`src/pkg/rtcc_regs.vh`:
```
// register offsets, field positions, reset values and timing counts of the time-of-day counters
`ifndef RTCC_REGS_VH
`define RTCC_REGS_VH
`define RTCC_OFF_SEC 4'h0
`define RTCC_OFF_MIN 4'h4
`define RTCC_OFF_HOUR 4'h8
`define RTCC_OFF_CTRL 4'hc
`define RTCC_BUSY_BIT 7
`define RTCC_CTRL_FMT24_BIT 0
`define RTCC_CTRL_FREERUN_BIT 1
`define RTCC_CTRL_RUN_BIT 2
`define RTCC_CTRL_RST 3'h0
`define RTCC_CLK_HZ 125000000
`define RTCC_TICK_PERIOD_S 1
`define RTCC_TICK_CYCLES (`RTCC_CLK_HZ * `RTCC_TICK_PERIOD_S)
`define RTCC_BUSY_CYCLES 4
`define RTCC_RESP_OKAY 2'h0
`define RTCC_RESP_SLVERR 2'h2
`endif

```
`src/hw/rtcc_time_of_day.v`:
```
// seconds, minutes and hours bcd counters with an axi4-lite register slave
// Function
// - seconds register holds bcd second, settable 00 to 59
// - free-running mode turns seconds into a plain 8-bit up-counter
// - bit 7 of min, hour, and of sec outside free-running mode, reads busy while counters update
// - seconds units bits 3:0 count 0-9, wrap increments tens
// - seconds tens bits 6:4 count 0-5, sixty-second cycle
// - minutes advance on seconds carry, settable 00 to 59
// - minutes units bits 3:0 count 0-9, wrap increments tens
// - minutes tens bits 6:4 count 0-5, sixty-minute cycle
// - hours advance on minutes carry
// - hours span 00-11 in 12-hour, 00-23 in 24-hour format
// - hours tens bits 5:4 hold 0 to 3; counting from an in-range hour keeps them 0 to 2
// - hours units bits 3:0 count 0-9, wrap increments tens
// - hours bit 6 reserved, reads 0
// - format bit: 0 selects 12-hour, 1 selects 24-hour
// - hours emit one carry per wrap for the weekday counter, one a day in 24-hour and two a day in 12-hour format
//
// The implementer's own choices: the AXI4-Lite register port and the address map.
`timescale 1ns/1ps
`include "rtcc_regs.vh"
module rtcc_time_of_day #(
   parameter TICK_CYCLES = `RTCC_TICK_CYCLES
) (
   input wire mclk_i,
   input wire reset_n_i,
   input wire [3:0] s_axi_awaddr_i,
   input wire s_axi_awvalid_i,
   output wire s_axi_awready_o,
   input wire [31:0] s_axi_wdata_i,
   input wire [3:0] s_axi_wstrb_i,
   input wire s_axi_wvalid_i,
   output wire s_axi_wready_o,
   output reg [1:0] s_axi_bresp_o,
   output reg s_axi_bvalid_o,
   input wire s_axi_bready_i,
   input wire [3:0] s_axi_araddr_i,
   input wire s_axi_arvalid_i,
   output wire s_axi_arready_o,
   output reg [31:0] s_axi_rdata_o,
   output reg [1:0] s_axi_rresp_o,
   output reg s_axi_rvalid_o,
   input wire s_axi_rready_i,
   output reg day_carry_o
);
   reg [3:0] sec_units_r;
   reg [2:0] sec_tens_r;
   reg [7:0] free_count_r;
   reg [3:0] min_units_r;
   reg [2:0] min_tens_r;
   reg [3:0] hour_units_r;
   reg [1:0] hour_tens_r;
   reg [2:0] ctrl_r;
   reg [31:0] tick_cnt_r;
   reg [2:0] busy_cnt_r;
   reg [3:0] aw_addr_r;
   reg aw_held_r;
   reg [31:0] w_data_r;
   reg w_strb0_r;
   reg w_held_r;
   wire fmt24 = ctrl_r[`RTCC_CTRL_FMT24_BIT];
   wire freerun = ctrl_r[`RTCC_CTRL_FREERUN_BIT];
   wire run = ctrl_r[`RTCC_CTRL_RUN_BIT];
   wire tick = run && (tick_cnt_r == TICK_CYCLES - 1);
   wire busy = (busy_cnt_r != 3'h0);
   wire [3:0] sec_units_nxt;
   wire [2:0] sec_tens_nxt;
   wire sec_carry;
   wire [3:0] min_units_nxt;
   wire [2:0] min_tens_nxt;
   wire min_carry;
   wire [3:0] hour_units_nxt;
   wire [2:0] hour_tens_nxt;
   wire hour_carry;
   // top digits of a sixty count
   localparam [3:0] UNITS_TOP = 4'h9;
   localparam [2:0] TENS_TOP_60 = 3'h5;

   // last hour before the wrap; no pm flag is kept in 12-hour mode
   function [6:0] hour_top;
      input fmt24_f;
      begin
         if (fmt24_f) begin
            hour_top = 7'h23;
         end else begin
            hour_top = 7'h11;
         end
      end
   endfunction
   wire [6:0] hour_top_bcd = hour_top(fmt24);
   wire [3:0] hour_top_units = hour_top_bcd[3:0];
   wire [2:0] hour_top_tens = hour_top_bcd[6:4];

   function [7:0] rd_field;
      input busy_f;
      input [6:0] val_f;
      begin
         rd_field = {busy_f, val_f};
      end
   endfunction

   rtcc_bcd_step u_sec_step (
      .units_i(sec_units_r),
      .tens_i(sec_tens_r),
      .top_units_i(UNITS_TOP),
      .top_tens_i(TENS_TOP_60),
      .units_o(sec_units_nxt),
      .tens_o(sec_tens_nxt),
      .carry_o(sec_carry)
   );

   rtcc_bcd_step u_min_step (
      .units_i(min_units_r),
      .tens_i(min_tens_r),
      .top_units_i(UNITS_TOP),
      .top_tens_i(TENS_TOP_60),
      .units_o(min_units_nxt),
      .tens_o(min_tens_nxt),
      .carry_o(min_carry)
   );

   rtcc_bcd_step u_hour_step (
      .units_i(hour_units_r),
      .tens_i({1'b0, hour_tens_r}),
      .top_units_i(hour_top_units),
      .top_tens_i(hour_top_tens),
      .units_o(hour_units_nxt),
      .tens_o(hour_tens_nxt),
      .carry_o(hour_carry)
   );

   // write channel: address and data taken in either order, response after both
   wire aw_take = s_axi_awvalid_i && !aw_held_r && !s_axi_bvalid_o;
   wire w_take = s_axi_wvalid_i && !w_held_r && !s_axi_bvalid_o;
   assign s_axi_awready_o = !aw_held_r && !s_axi_bvalid_o;
   assign s_axi_wready_o = !w_held_r && !s_axi_bvalid_o;
   wire [3:0] wr_addr = aw_held_r ? aw_addr_r : s_axi_awaddr_i;
   wire [31:0] wr_data = w_held_r ? w_data_r : s_axi_wdata_i;
   wire wr_strb0 = w_held_r ? w_strb0_r : s_axi_wstrb_i[0];
   wire wr_go = (aw_held_r || aw_take) && (w_held_r || w_take);
   wire wr_en = wr_go && wr_strb0;
   wire wr_mapped = (wr_addr[1:0] == 2'h0);

   // each half is parked until its partner arrives, so the order does not matter
   always @(posedge mclk_i or negedge reset_n_i) begin
      if (!reset_n_i) begin
         aw_held_r <= 1'b0;
         aw_addr_r <= 4'h0;
      end else if (wr_go) begin
         aw_held_r <= 1'b0;
      end else if (aw_take) begin
         aw_held_r <= 1'b1;
         aw_addr_r <= s_axi_awaddr_i;
      end
   end

   always @(posedge mclk_i or negedge reset_n_i) begin
      if (!reset_n_i) begin
         w_held_r <= 1'b0;
         w_data_r <= 32'h0;
         w_strb0_r <= 1'b0;
      end else if (wr_go) begin
         w_held_r <= 1'b0;
      end else if (w_take) begin
         w_held_r <= 1'b1;
         w_data_r <= s_axi_wdata_i;
         w_strb0_r <= s_axi_wstrb_i[0];
      end
   end

   // no write is taken while bvalid stands, so the two branches never meet
   always @(posedge mclk_i or negedge reset_n_i) begin
      if (!reset_n_i) begin
         s_axi_bvalid_o <= 1'b0;
         s_axi_bresp_o <= `RTCC_RESP_OKAY;
      end else if (wr_go) begin
         s_axi_bvalid_o <= 1'b1;
         s_axi_bresp_o <= wr_mapped ? `RTCC_RESP_OKAY : `RTCC_RESP_SLVERR;
      end else if (s_axi_bvalid_o && s_axi_bready_i) begin
         s_axi_bvalid_o <= 1'b0;
      end
   end

   // one-second enable from the divider; it parks at zero while the clock is stopped
   always @(posedge mclk_i or negedge reset_n_i) begin
      if (!reset_n_i) begin
         tick_cnt_r <= 32'h0;
      end else if (!run || tick) begin
         tick_cnt_r <= 32'h0;
      end else begin
         tick_cnt_r <= tick_cnt_r + 32'h1;
      end
   end

   // busy spans a short window around each update so a racing read is flagged
   always @(posedge mclk_i or negedge reset_n_i) begin
      if (!reset_n_i) begin
         busy_cnt_r <= 3'h0;
      end else if (run && (tick_cnt_r >= TICK_CYCLES - `RTCC_BUSY_CYCLES)) begin
         busy_cnt_r <= 3'h4;
      end else if (busy) begin
         busy_cnt_r <= busy_cnt_r - 3'h1;
      end
   end

   function reg_hit;
      input [3:0] addr_f;
      input [3:0] off_f;
      begin
         reg_hit = (addr_f == off_f);
      end
   endfunction
   wire wr_hit = wr_en && wr_mapped;
   wire sec_we = wr_hit && reg_hit(wr_addr, `RTCC_OFF_SEC);
   wire min_we = wr_hit && reg_hit(wr_addr, `RTCC_OFF_MIN);
   wire hour_we = wr_hit && reg_hit(wr_addr, `RTCC_OFF_HOUR);
   wire ctrl_we = wr_hit && reg_hit(wr_addr, `RTCC_OFF_CTRL);
   // each field steps only when every field below it has wrapped
   wire sec_adv = tick && !freerun;
   wire min_adv = sec_adv && sec_carry;
   wire hour_adv = min_adv && min_carry;

   always @(posedge mclk_i or negedge reset_n_i) begin
      if (!reset_n_i) begin
         ctrl_r <= `RTCC_CTRL_RST;
      end else if (ctrl_we) begin
         ctrl_r <= wr_data[2:0];
      end
   end

   // the free count shares the seconds offset, so a seconds write loads it too
   always @(posedge mclk_i or negedge reset_n_i) begin
      if (!reset_n_i) begin
         free_count_r <= 8'h00;
      end else if (sec_we) begin
         free_count_r <= wr_data[7:0];
      end else if (tick && freerun) begin
         free_count_r <= free_count_r + 8'h01;
      end
   end

   // in every field a software write in the same cycle as a tick wins over the tick
   always @(posedge mclk_i or negedge reset_n_i) begin
      if (!reset_n_i) begin
         sec_units_r <= 4'h0;
         sec_tens_r <= 3'h0;
      end else if (sec_we) begin
         sec_units_r <= wr_data[3:0];
         sec_tens_r <= wr_data[6:4];
      end else if (sec_adv) begin
         sec_units_r <= sec_units_nxt;
         sec_tens_r <= sec_tens_nxt;
      end
   end

   always @(posedge mclk_i or negedge reset_n_i) begin
      if (!reset_n_i) begin
         min_units_r <= 4'h0;
         min_tens_r <= 3'h0;
      end else if (min_we) begin
         min_units_r <= wr_data[3:0];
         min_tens_r <= wr_data[6:4];
      end else if (min_adv) begin
         min_units_r <= min_units_nxt;
         min_tens_r <= min_tens_nxt;
      end
   end

   always @(posedge mclk_i or negedge reset_n_i) begin
      if (!reset_n_i) begin
         hour_units_r <= 4'h0;
         hour_tens_r <= 2'h0;
      end else if (hour_we) begin
         hour_units_r <= wr_data[3:0];
         hour_tens_r <= wr_data[5:4];
      end else if (hour_adv) begin
         hour_units_r <= hour_units_nxt;
         hour_tens_r <= hour_tens_nxt[1:0];
      end
   end

   // the day carry is a one-cycle pulse for the weekday counter
   always @(posedge mclk_i or negedge reset_n_i) begin
      if (!reset_n_i) begin
         day_carry_o <= 1'b0;
      end else begin
         day_carry_o <= hour_adv && hour_carry;
      end
   end

   // read channel: one cycle from address acceptance to rvalid
   assign s_axi_arready_o = !s_axi_rvalid_o;
   reg [31:0] rd_mux;
   always @* begin
      rd_mux = 32'h0;
      case (s_axi_araddr_i)
         `RTCC_OFF_SEC: begin
            if (freerun) begin
               rd_mux[7:0] = free_count_r;
            end else begin
               rd_mux[7:0] = rd_field(busy, {sec_tens_r, sec_units_r});
            end
         end
         `RTCC_OFF_MIN: begin
            rd_mux[7:0] = rd_field(busy, {min_tens_r, min_units_r});
         end
         `RTCC_OFF_HOUR: begin
            rd_mux[7:0] = rd_field(busy, {1'b0, hour_tens_r, hour_units_r});
         end
         `RTCC_OFF_CTRL: begin
            rd_mux[2:0] = ctrl_r;
         end
         default: begin
            rd_mux = 32'h0;
         end
      endcase
   end
   wire rd_mapped = (s_axi_araddr_i[1:0] == 2'h0);
   wire rd_take = s_axi_arvalid_i && s_axi_arready_o;

   always @(posedge mclk_i or negedge reset_n_i) begin
      if (!reset_n_i) begin
         s_axi_rvalid_o <= 1'b0;
      end else if (rd_take) begin
         s_axi_rvalid_o <= 1'b1;
      end else if (s_axi_rvalid_o && s_axi_rready_i) begin
         s_axi_rvalid_o <= 1'b0;
      end
   end

   // read data is loaded only on acceptance so it stands until rready
   always @(posedge mclk_i or negedge reset_n_i) begin
      if (!reset_n_i) begin
         s_axi_rdata_o <= 32'h0;
         s_axi_rresp_o <= `RTCC_RESP_OKAY;
      end else if (rd_take) begin
         s_axi_rdata_o <= rd_mapped ? rd_mux : 32'h0;
         s_axi_rresp_o <= rd_mapped ? `RTCC_RESP_OKAY : `RTCC_RESP_SLVERR;
      end
   end
endmodule

```
`src/hw/rtcc_bcd_step.v`:
```
// one bcd time field: next value after a carry, with wrap and carry out
`timescale 1ns/1ps
module rtcc_bcd_step (
   input wire [3:0] units_i,
   input wire [2:0] tens_i,
   input wire [3:0] top_units_i,
   input wire [2:0] top_tens_i,
   output reg [3:0] units_o,
   output reg [2:0] tens_o,
   output reg carry_o
);
   always @* begin
      units_o = units_i;
      tens_o = tens_i;
      carry_o = 1'b0;
      if ((units_i == top_units_i) && (tens_i == top_tens_i)) begin
         units_o = 4'h0;
         tens_o = 3'h0;
         carry_o = 1'b1;
      end else if (units_i >= 4'h9) begin
         units_o = 4'h0;
         tens_o = tens_i + 3'h1;
      end else begin
         units_o = units_i + 4'h1;
      end
   end
endmodule

```
`config.mk`:
```
export PLATFORM = sky130hd
export DESIGN_NAME = rtcc_time_of_day
export DESIGN_NICKNAME = d
export VERILOG_FILES = /design/src/hw/rtcc_time_of_day.v /design/src/hw/rtcc_bcd_step.v
export VERILOG_INCLUDE_DIRS = /design/src /design/src/pkg
export SDC_FILE = /design/constraint.sdc
export NUM_CORES = 1
export LEC_CHECK = 0
export ABC_AREA = 1
export BUFFER_PORTS_ARGS = -buffer_cell sky130_fd_sc_hd__buf_2
export CELL_PAD_IN_SITES_DETAIL_PLACEMENT = 1
export CELL_PAD_IN_SITES_GLOBAL_PLACEMENT = 1
export CORE_UTILIZATION = 45
export CTS_CLUSTER_SIZE = 14
export DETAILED_ROUTE_END_ITERATION = 7
export PLACE_DENSITY_LB_ADDON = 0.1
export RECOVER_POWER = 25
export SETUP_SLACK_MARGIN = 0.2
export SYNTH_ARGS = -nofsm -noshare
export SYNTH_HDL_FRONTEND = slang
export SYNTH_SLANG_ARGS = --single-unit
export TNS_END_PERCENT = 1
```
`constraint.sdc`:
```
create_clock -name mclk_i -period 3.71 [get_ports mclk_i]
set_clock_uncertainty 0.05 [all_clocks]
set_input_delay 0.5565 -clock mclk_i [delete_from_list [all_inputs] [get_ports mclk_i]]
set_output_delay 0.5565 -clock mclk_i [all_outputs]
set_load 0.005 [all_outputs]
```
==> results.txt, run 1 <==
The total vias in the final route came out at approximately 5200. Entering global routing, the biggest net connects 60 pins. Summed over its instances, the top area cell type makes up about 40% of the synthesized netlist area. The wire length per cell came out at around 16 um. The synthesized design contains 0 enable-type register cells. For this run, the detailed router's first-pass iteration total came to 4. The sequential area share after synthesis came out at 40.3%. The max-capacitance violation count is 1. Sorting the synthesized cells by area gives the leading types as sky130_fd_sc_hd__dfrtp_1, sky130_fd_sc_hd__nand2_1, sky130_fd_sc_hd__o21ai_0. The flow ran to the end, but the final reports show violations. The most common cell in the netlist is sky130_fd_sc_hd__nand2_1. The total power came out at 3250 uW. The actual slew at the worst max-slew pin is roughly 1.5 ns. The highest clock rate is ~0.43 GHz. The reported net switching power is between 1000 and 1500 uW. The post-CTS resize count came out at 0. Per report_power, the clock group accounts for 28.2% of the total. The die is roughly 120 um wide.

The synthesized area per cell came out at between 7 and 8 um2. Among all flip-flop cells after synthesis, the most frequent one is sky130_fd_sc_hd__dfrtp_1. The port buffer count came out at 39. The height of the chip is 116 um. Combinational logic burns 26.8% of the power. The routed via count divided by cell count is 5.18. The analysis attributes to cell leakage a power of roughly 0.0031 uW. The maximum VDD drop came out at ~0.0004 V. The count of boundary I/O pins is 93. The share of total power in sequential cells is roughly 45%. The async set or reset register ratio after synthesis is 100%. The die covers roughly 13000 um2. The data required time at the worst endpoint is a little under 4 ns.

The setup violation total in the final timing report is 0. STA classifies the critical path endpoint as a flip-flop. The aggregate negative setup slack is 0 ns. The number of endpoints with negative hold slack in the final report is 0.

In this run the tightest slew margin relative to its limit is -1.98%. The endpoint identified for the worst register-to-register timing path is tick_cnt_r[22]. The depth of the CTS H-tree is 3.

The sink count of the clock tree came out at 94. The tree is rooted in a sky130_fd_sc_hd__clkbuf_16. The floorplan core area is around 13000 um2. In this run the cell area of the synthesized design comes to just under 6000 um2. The CTS clock-pin slew for the worst setup and hold paths is 0.07 ns. The ratio of total power to cell area is roughly 510 nW/um2. The worst setup path is launched from a flip-flop. The internal power of the cells is a little over 2000 uW. The maximum buffer depth of the clock tree came out at 2. The min-delay analysis places its worst path in the category input port to flip-flop. After the last flow step, the layout net total stands at ~900. The estimated wirelength of the detail-placed design is 12000 um. The time the final worst path needs with I/O delays and setup is 2.33 ns.

The CTS tree is built. The global-route congestion overflow total is 0. At the end of routability-driven placement, the weighted congestion stood at approximately 0.85. The first-pass GRT wire length came out at ~26000 um. The number of cells traversed by the worst register-to-register path came out at 11.

The number of global-route vias before repair came out at approximately 5400. The share of the cycle needed by the critical path after routing is between 60% and 70%. The filler cells instantiated in the layout total roughly 1700. In this run the worst setup path begins at tick_cnt_r[1]. The last element of the critical path is tick_cnt_r[22]. The post-synthesis cell count came out at 784. The share of post-route cells with drive strength above 1 is 9.98%.

In this run the critical register-to-register path is launched from tick_cnt_r[1]. The layout overhead on the synthesized area came out at 9.61%. Sorting the synthesized cells by how often they occur yields sky130_fd_sc_hd__nand2_1, sky130_fd_sc_hd__inv_1, sky130_fd_sc_hd__dfrtp_1, sky130_fd_sc_hd__o21ai_0, sky130_fd_sc_hd__nor2_1. The worst path arrival time is 2.50 ns. The number of warning messages in the yosys log is 0.

The biggest area consumer among synthesized cells is sky130_fd_sc_hd__dfrtp_1. The total wirelength of the detailed-routed design is 15800 um. Once the floorplan was initialized, standard cells occupied a little under half of the core. After synthesis, the netlist uses 45 different library cells. The critical path is of the flip-flop to flip-flop type. The number of rows in the core area is between 40 and 50. The max-slew violation count came out at 60. The total of hold buffers inserted after clock tree synthesis is 0. The final routed DRC violation total is 0. The clock buffer count from CTS is 9. The checks that failed: max-capacitance violations, max-slew violations.

The remaining number of nets flagged by the antenna check after routing is 0. The switching share of total power is 37.9%. The global-route usage over all layers came out at 25.5%.

Setup repair after global routing left no endpoint under its margin. The initial antenna violation count is 0. The number of buffers added for setup after CTS is 0. After synthesis the netlist holds a flip-flop and latch count of 94. The antenna diode instance count is 0. The source-to-sink clock delay at the later pin of the worst-skew pair is about 0.35 ns. The maximum net fanout on the critical path is 26. The slack of the worst reg-to-reg path came out at around 1.4 ns. The initial detailed-routing violation count is ~260.
stage by stage:
stage / setup WS, ns / util, % / std cells / cell area [um2] / hold slack [ns]
after floorplan: 1.89 / - / 809 / 5920 / 0.211
after global placement: 1.42 / 48.4 / 988 / 6110 / 0.410
after detailed placement: 1.33 / 48.4 / 988 / 6110 / 0.410
after CTS: 1.35 / 50.7 / 1004 / 6390 / 0.266
after global routing: 1.11 / 50.6 / 1004 / 6390 / 0.368
final: 1.38 / 50.6 / 1004 / 6390 / 0.344
cell families after synthesis:
| logic type | after synthesis | synth area share [%] |
|---|---|---|
| fa+ha+maj | 18 | 3.86 |
| compound gates | 119 | 11.7 |
| other cells | 1 | 0.0643 |
| simple gates | 386 | 29.1 |
| buf+inv | 139 | 11.0 |
| xor+xnor | 27 | 4.06 |
| flops | 94 | 40.3 |
metal layers:
layer  wire (um)  vias up  GRT usage (%)
met5           0        -              0
met4         244        0           8.29
met3         332       19           2.82
met2        7410       70           41.7
met1        7760     2560           35.5
li1            -     2550              -
placed cells by master, fill, tap and decap left out, drive strengths merged:
cell and instances:
o211ai 2, xnor2 4, nand3 46, buf 41, nand4 11, dfrtp 94, clkinv 1, o21a 2
o2111ai 1, o22ai 1, a221oi 3, a21o 1, nand3b 1, a31oi 2, a22oi 1, o31ai 1
nor4 4, clkbuf 17, nor3b 1, nor3 30, and3 1, and2 1, xor2 23, inv 103
nor2 81, a21oi 19, a32oi 1, o21ai 85, conb 26, or2 2, ha 18, nand2 208
power by group through the flow:
stage / combinational [uW] / clock [uW] / sequential (uW)
after global placement: 826 / 0 / 1460
after CTS: 883 / 927 / 1460
after floorplan: 653 / 0 / 1380
final: 869 / 916 / 1460
after global routing: 1010 / 969 / 1500
after detailed placement: 877 / 0 / 1480
final cells by class:
type                       instances  area (um2)  area share, %
timing repair buffer              42         218           3.41
multi-input combinational        576        2930           45.9
clock buffer                      16         282           4.40
inverter                         104         392           6.13
tap                              172         215           3.37
sequential                        94        2350           36.8
registers in the layout, summed over array words and instances (netlist names):
signal,cells
s_axi_bresp_o,1
aw_held_r,1
sec_tens_r,3
day_carry_o,1
ctrl_r,3
min_units_r,4
tick_cnt_r,32
min_tens_r,3
busy_cnt_r,3
s_axi_bvalid_o,1
free_count_r,8
s_axi_rvalid_o,1
hour_tens_r,2
hour_units_r,4
w_data_r,8
s_axi_rresp_o,1
w_strb0_r,1
s_axi_rdata_o,8
aw_addr_r,4
w_held_r,1
sec_units_r,4
worst max-delay path, stage by stage (launching register included):
cell,delay [ns]
sky130_fd_sc_hd__dfrtp_1,0.41
sky130_fd_sc_hd__ha_1,0.28
sky130_fd_sc_hd__nand2_1,0.09
sky130_fd_sc_hd__nor2_2,0.15
sky130_fd_sc_hd__nand2_1,0.08
sky130_fd_sc_hd__nor2_1,0.19
sky130_fd_sc_hd__nand2_1,0.11
sky130_fd_sc_hd__nand2_1,0.08
sky130_fd_sc_hd__buf_4,0.30
sky130_fd_sc_hd__inv_1,0.24
sky130_fd_sc_hd__o21ai_0,0.14
sky130_fd_sc_hd__a21oi_1,0.06
worst min-delay path by stage:
stage | start | end | cells past startpoint
6_report | s_axi_bready_i | s_axi_bvalid_o | 2
4_1_cts | reset_n_i | busy_cnt_r[2] | 1
3_3_place_gp | s_axi_rdata_o[0] | s_axi_rdata_o[0] | 2
5_1_grt | s_axi_rready_i | s_axi_rvalid_o | 2
2_1_floorplan | reset_n_i | aw_addr_r[0] | 0
3_5_place_dp | s_axi_rdata_o[0] | s_axi_rdata_o[0] | 2
Power figures use the tool's default switching activity.
==> run 2: changes to the inputs <==
ABC_AREA = 0   (was 1)
CORE_UTILIZATION = 43   (was 45)
clock period = 2.2 ns   (was 3.71 ns; I/O delays follow)
==> results.txt, run 2 <==
The maximum buffer depth of the clock tree is 2 (unchanged). The synthesized area per cell is 9.34 um2 (+26%). The data required time at the worst endpoint is 2.42 ns (-1.46 ns). The switching share of total power came out at 36.9% (-1.0 points). The maximum net fanout on the critical path is 4 (-85%). The area used by multi-input combinational logic was 3100 um2 (+5.6%). The number of warning messages in the yosys log is 0 (unchanged).

The remaining number of nets flagged by the antenna check after routing is 0 (unchanged). The maximum VDD drop is 0.000370 V (-9.0%). tick_cnt_r holds more flip-flops than any other register. The number of synthesized register bits is 94 (unchanged). The class of the most critical hold timing path is input port to flip-flop. The clock share of power came out at 24.0% (-4.2 points).

Setup repair after global routing could not meet its margin everywhere. The setup slack of the critical path after layout is -0.272 ns (-1.65 ns). The layout filler cell count is 1527 (-9.0%). The setup violation total in the final timing report came to 37 (+37). The number of endpoints with negative hold slack in the final report was 0 (unchanged). The initial antenna violation count came out at 0 (unchanged). The number of iterations in the first detailed-routing pass was 4 (unchanged).

The worst slack on hold paths is 0.107 ns (-0.238 ns). The CTS clock-pin slew for the worst setup and hold paths is 0.07 ns (about the same). The worst path arrival time came out at 2.69 ns (+0.19 ns).

The floorplan core area came out at 12600 um2 (unchanged). Ranked by instance count, the synthesized netlist is headed by sky130_fd_sc_hd__dfrtp_1, sky130_fd_sc_hd__nor2_1, sky130_fd_sc_hd__nand2_1, sky130_fd_sc_hd__nand3_1, sky130_fd_sc_hd__o21ai_0. The final instance area is 7060 um2 (+10%). The global-route congestion overflow total is 0 (unchanged). Leaving out fill and tap cells, the most frequent cell in the layout is sky130_fd_sc_hd__dfrtp_1. The estimated wirelength of the detail-placed design is 12400 um (+3.0%).

The kind of end point of the critical path is a flip-flop. The max-capacitance violation count is 0 (-1). The initial detailed-routing violation count came out at 220 (-16%).

The share of post-route cells with drive strength above 1 is 27.8% (+18 points). The largest net degree at the start of global routing came out at 40 (-33%). The time the final worst path needs with I/O delays and setup is 2.47 ns (+0.138 ns).

The internal power of the cells came out at 4180 uW (+110%). The depth of the CTS H-tree is 3 (unchanged). The final reports fail on negative setup slack. The share of the cycle needed by the critical path after routing is 112% (+49 points).

Sorting the synthesized cells by area gives the leading types as sky130_fd_sc_hd__dfrtp_1, sky130_fd_sc_hd__mux2_2, sky130_fd_sc_hd__nor2_1. The share of total power in sequential cells is 38.1% (-6.9 points). The flow ran to the end, but the final reports show violations.

The area share of the largest cell type after synthesis is 42.1% (+1.8 points). The height of the chip was 116 um (+0.12%). The sequential area share after synthesis came to 42.1% (+1.8 points). The placer congestion estimate is 0.877 (+2.8%). The sink count of the clock tree is 94 (unchanged).

The synthesized design spends more area on one cell type than any other, namely sky130_fd_sc_hd__dfrtp_1. The width of the die is 116 um (+0.12%). The leakage power is 0.00316 uW (+2.6%). The source-to-sink clock delay at the later pin of the worst-skew pair came out at 0.36 ns (about the same). The reported net switching power was 2440 uW (+99%).

In the layout the commonest cells are sky130_fd_sc_hd__dfrtp_1, sky130_fd_sc_hd__buf_4, sky130_fd_sc_hd__nor2_1. The number of rows in the core area was 41 (unchanged). The final net count is 794 (-11%). The first-pass GRT wire length is 26900 um (+2.2%). The sequential standard cell area is 2350 um2 (unchanged). The actual slew at the worst max-slew pin is 1.07 ns (-0.464 ns). The startpoint type of the worst setup path is a flip-flop.

The wire length per cell came out at 18.3 um (+17%). The tightest slew margin relative to the limit came out at 28.9% (+31 points). The full die area is 13400 um2 (+0.24%). The total wirelength of the detailed-routed design came out at 16500 um (+4.6%).

The cell at the root of the clock tree is sky130_fd_sc_hd__clkbuf_16. The clock buffer count from CTS is 9 (unchanged). The most used flip-flop cell after synthesis is sky130_fd_sc_hd__dfrtp_1. TritonCTS built the clock tree. The count of unique library cells instantiated by Yosys is 61 (+36%). The starting utilization of the core area was 44.3% (-1.9 points). The kind of critical path is flip-flop to flip-flop. The final routed DRC violation total came out at 0 (unchanged). The number of global-route vias before repair is 5209 (-3.0%). The number of enable-type register cells in the synthesized netlist came out at 0 (unchanged). The antenna diode instance count came to 0 (unchanged). From synthesis to final layout, the design area changed by 26.4%.

The ratio of total power to cell area is 939 nW/um2 (+85%). The number of flip-flops under the largest register name is 32 (unchanged). The relative contribution of combinational cells to total power came out at 37.9% (+11 points).

The max-slew violation count came out at 0 (-100%). The total vias in the final route was 5007 (-3.7%). In the post-synthesis netlist, the cell with the most instances is sky130_fd_sc_hd__dfrtp_1. The area after detailed placement is 6580 um2 (+7.6%). The count of boundary I/O pins is 93 (unchanged).

The global-route usage over all layers came out at 26.3% (+0.76 points). The highest clock rate is 0.404 GHz (-5.6%). The post-synthesis instance area is 5590 um2 (-4.2%). The port buffer count is 39 (unchanged). The async set or reset register ratio after synthesis is 100% (unchanged). The routed via count divided by cell count is 5.56 (+7.3%). The post-synthesis cell count is 598 (-24%).
[run 2: cell types whose count changed after synthesis, sizes merged, moves of 9 or more]
cell / delta
a31oi: +19
and3: +9
clkbuf: +17
inv: -77
mux2: +23
nand2: -173
nand3: -14
nor2: -13
nor3: -19
o21ai: -56
or4: +14
[run 2: path summary, 6_finish.rpt]
check	startpoint	to	slack (ns)	cells past startpoint
min in group asynchronous	reset_n_i	s_axi_bresp_o[1]	0.66	2
min reg2reg	s_axi_rdata_o[6]	s_axi_rdata_o[6]	0.45	1
max	tick_cnt_r[30]	sec_tens_r[1]	-0.27	5
min	s_axi_rready_i	s_axi_rvalid_o	0.11	2
max in group asynchronous	reset_n_i	tick_cnt_r[6]	0.58	3
max reg2reg	tick_cnt_r[30]	sec_tens_r[1]	-0.27	5
[run 2: power groups by stage]
stage / Clock (uW) / Sequential [uW] / Combinational (uW)
after floorplan: 0 / 2500 / 1440
after global placement: 0 / 2520 / 2350
after detailed placement: 0 / 2540 / 2450
after CTS: 1620 / 2510 / 2500
after global routing: 1680 / 2590 / 2810
final: 1590 / 2530 / 2510
[run 2: worst max-delay path, stage by stage (launching register included)]
cell and delay, ns:
sky130_fd_sc_hd__dfrtp_1 0.39, sky130_fd_sc_hd__or4_4 0.52, sky130_fd_sc_hd__or3_1 0.34, sky130_fd_sc_hd__or4_4 0.45, sky130_fd_sc_hd__or4_4 0.49, sky130_fd_sc_hd__a31oi_1 0.15
[run 2: logic make-up (layout without fill, tap and decap cells)]
| group | count (synthesis) | count (layout) | share of synthesized area, % |
|---|---|---|---|
| xor+xnor | 33 | 33 | 5.17 |
| simple gates | 238 | 238 | 22.6 |
| other cells | 1 | 26 | 0.0671 |
| buf+inv | 75 | 181 | 6.94 |
| flops | 94 | 94 | 42.1 |
| fa+ha+maj | 18 | 18 | 4.03 |
| compound gates | 108 | 108 | 13.0 |
| mux | 31 | 31 | 6.07 |
[run 2: timing repair]
action | CTS | global route
pin swaps | 17 | 17
setup buffers | 1 | 1
setup endpoints to repair | 66 | 71
endpoints found under the hold margin | 36 | 0
hold buffers | 1 | 0
gates resized for setup | 20 | 19
[run 2: layout make-up]
cell class                      count  area share (%)
Inverter                           26            1.38
Timing Repair Buffer              140            14.3
Tap cell                          172            3.05
Sequential cell                    94            33.3
Clock buffer                       11            3.44
Clock inverter                      4           0.673
Multi-Input combinational cell    454            43.9
[run 2: per-layer routing]
| metal | wire, um | GRT usage, % | vias to the layer above |
|---|---|---|---|
| li1 | - | - | 2378 |
| met1 | 7050 | 32.2 | 2512 |
| met2 | 8490 | 46.2 | 90 |
| met3 | 543 | 3.09 | 27 |
| met4 | 390 | 12.2 | 0 |
| met5 | 0 | 0 | - |
[run 2: through the flow]
step                worst slack [ns]  cells  util (%)  total power, uW  setup TNS (ns)
floorplan                     -0.490    623         -             3930           -6.33
global placement              -0.323    883      52.1             4870           -6.71
detailed placement            -0.361    883      52.1             4980           -8.00
CTS                           -0.271    900      55.2             6640           -5.11
global route                  -0.322    901      55.9             7070           -7.25
finish                        -0.272    901      55.9             6630           -2.54
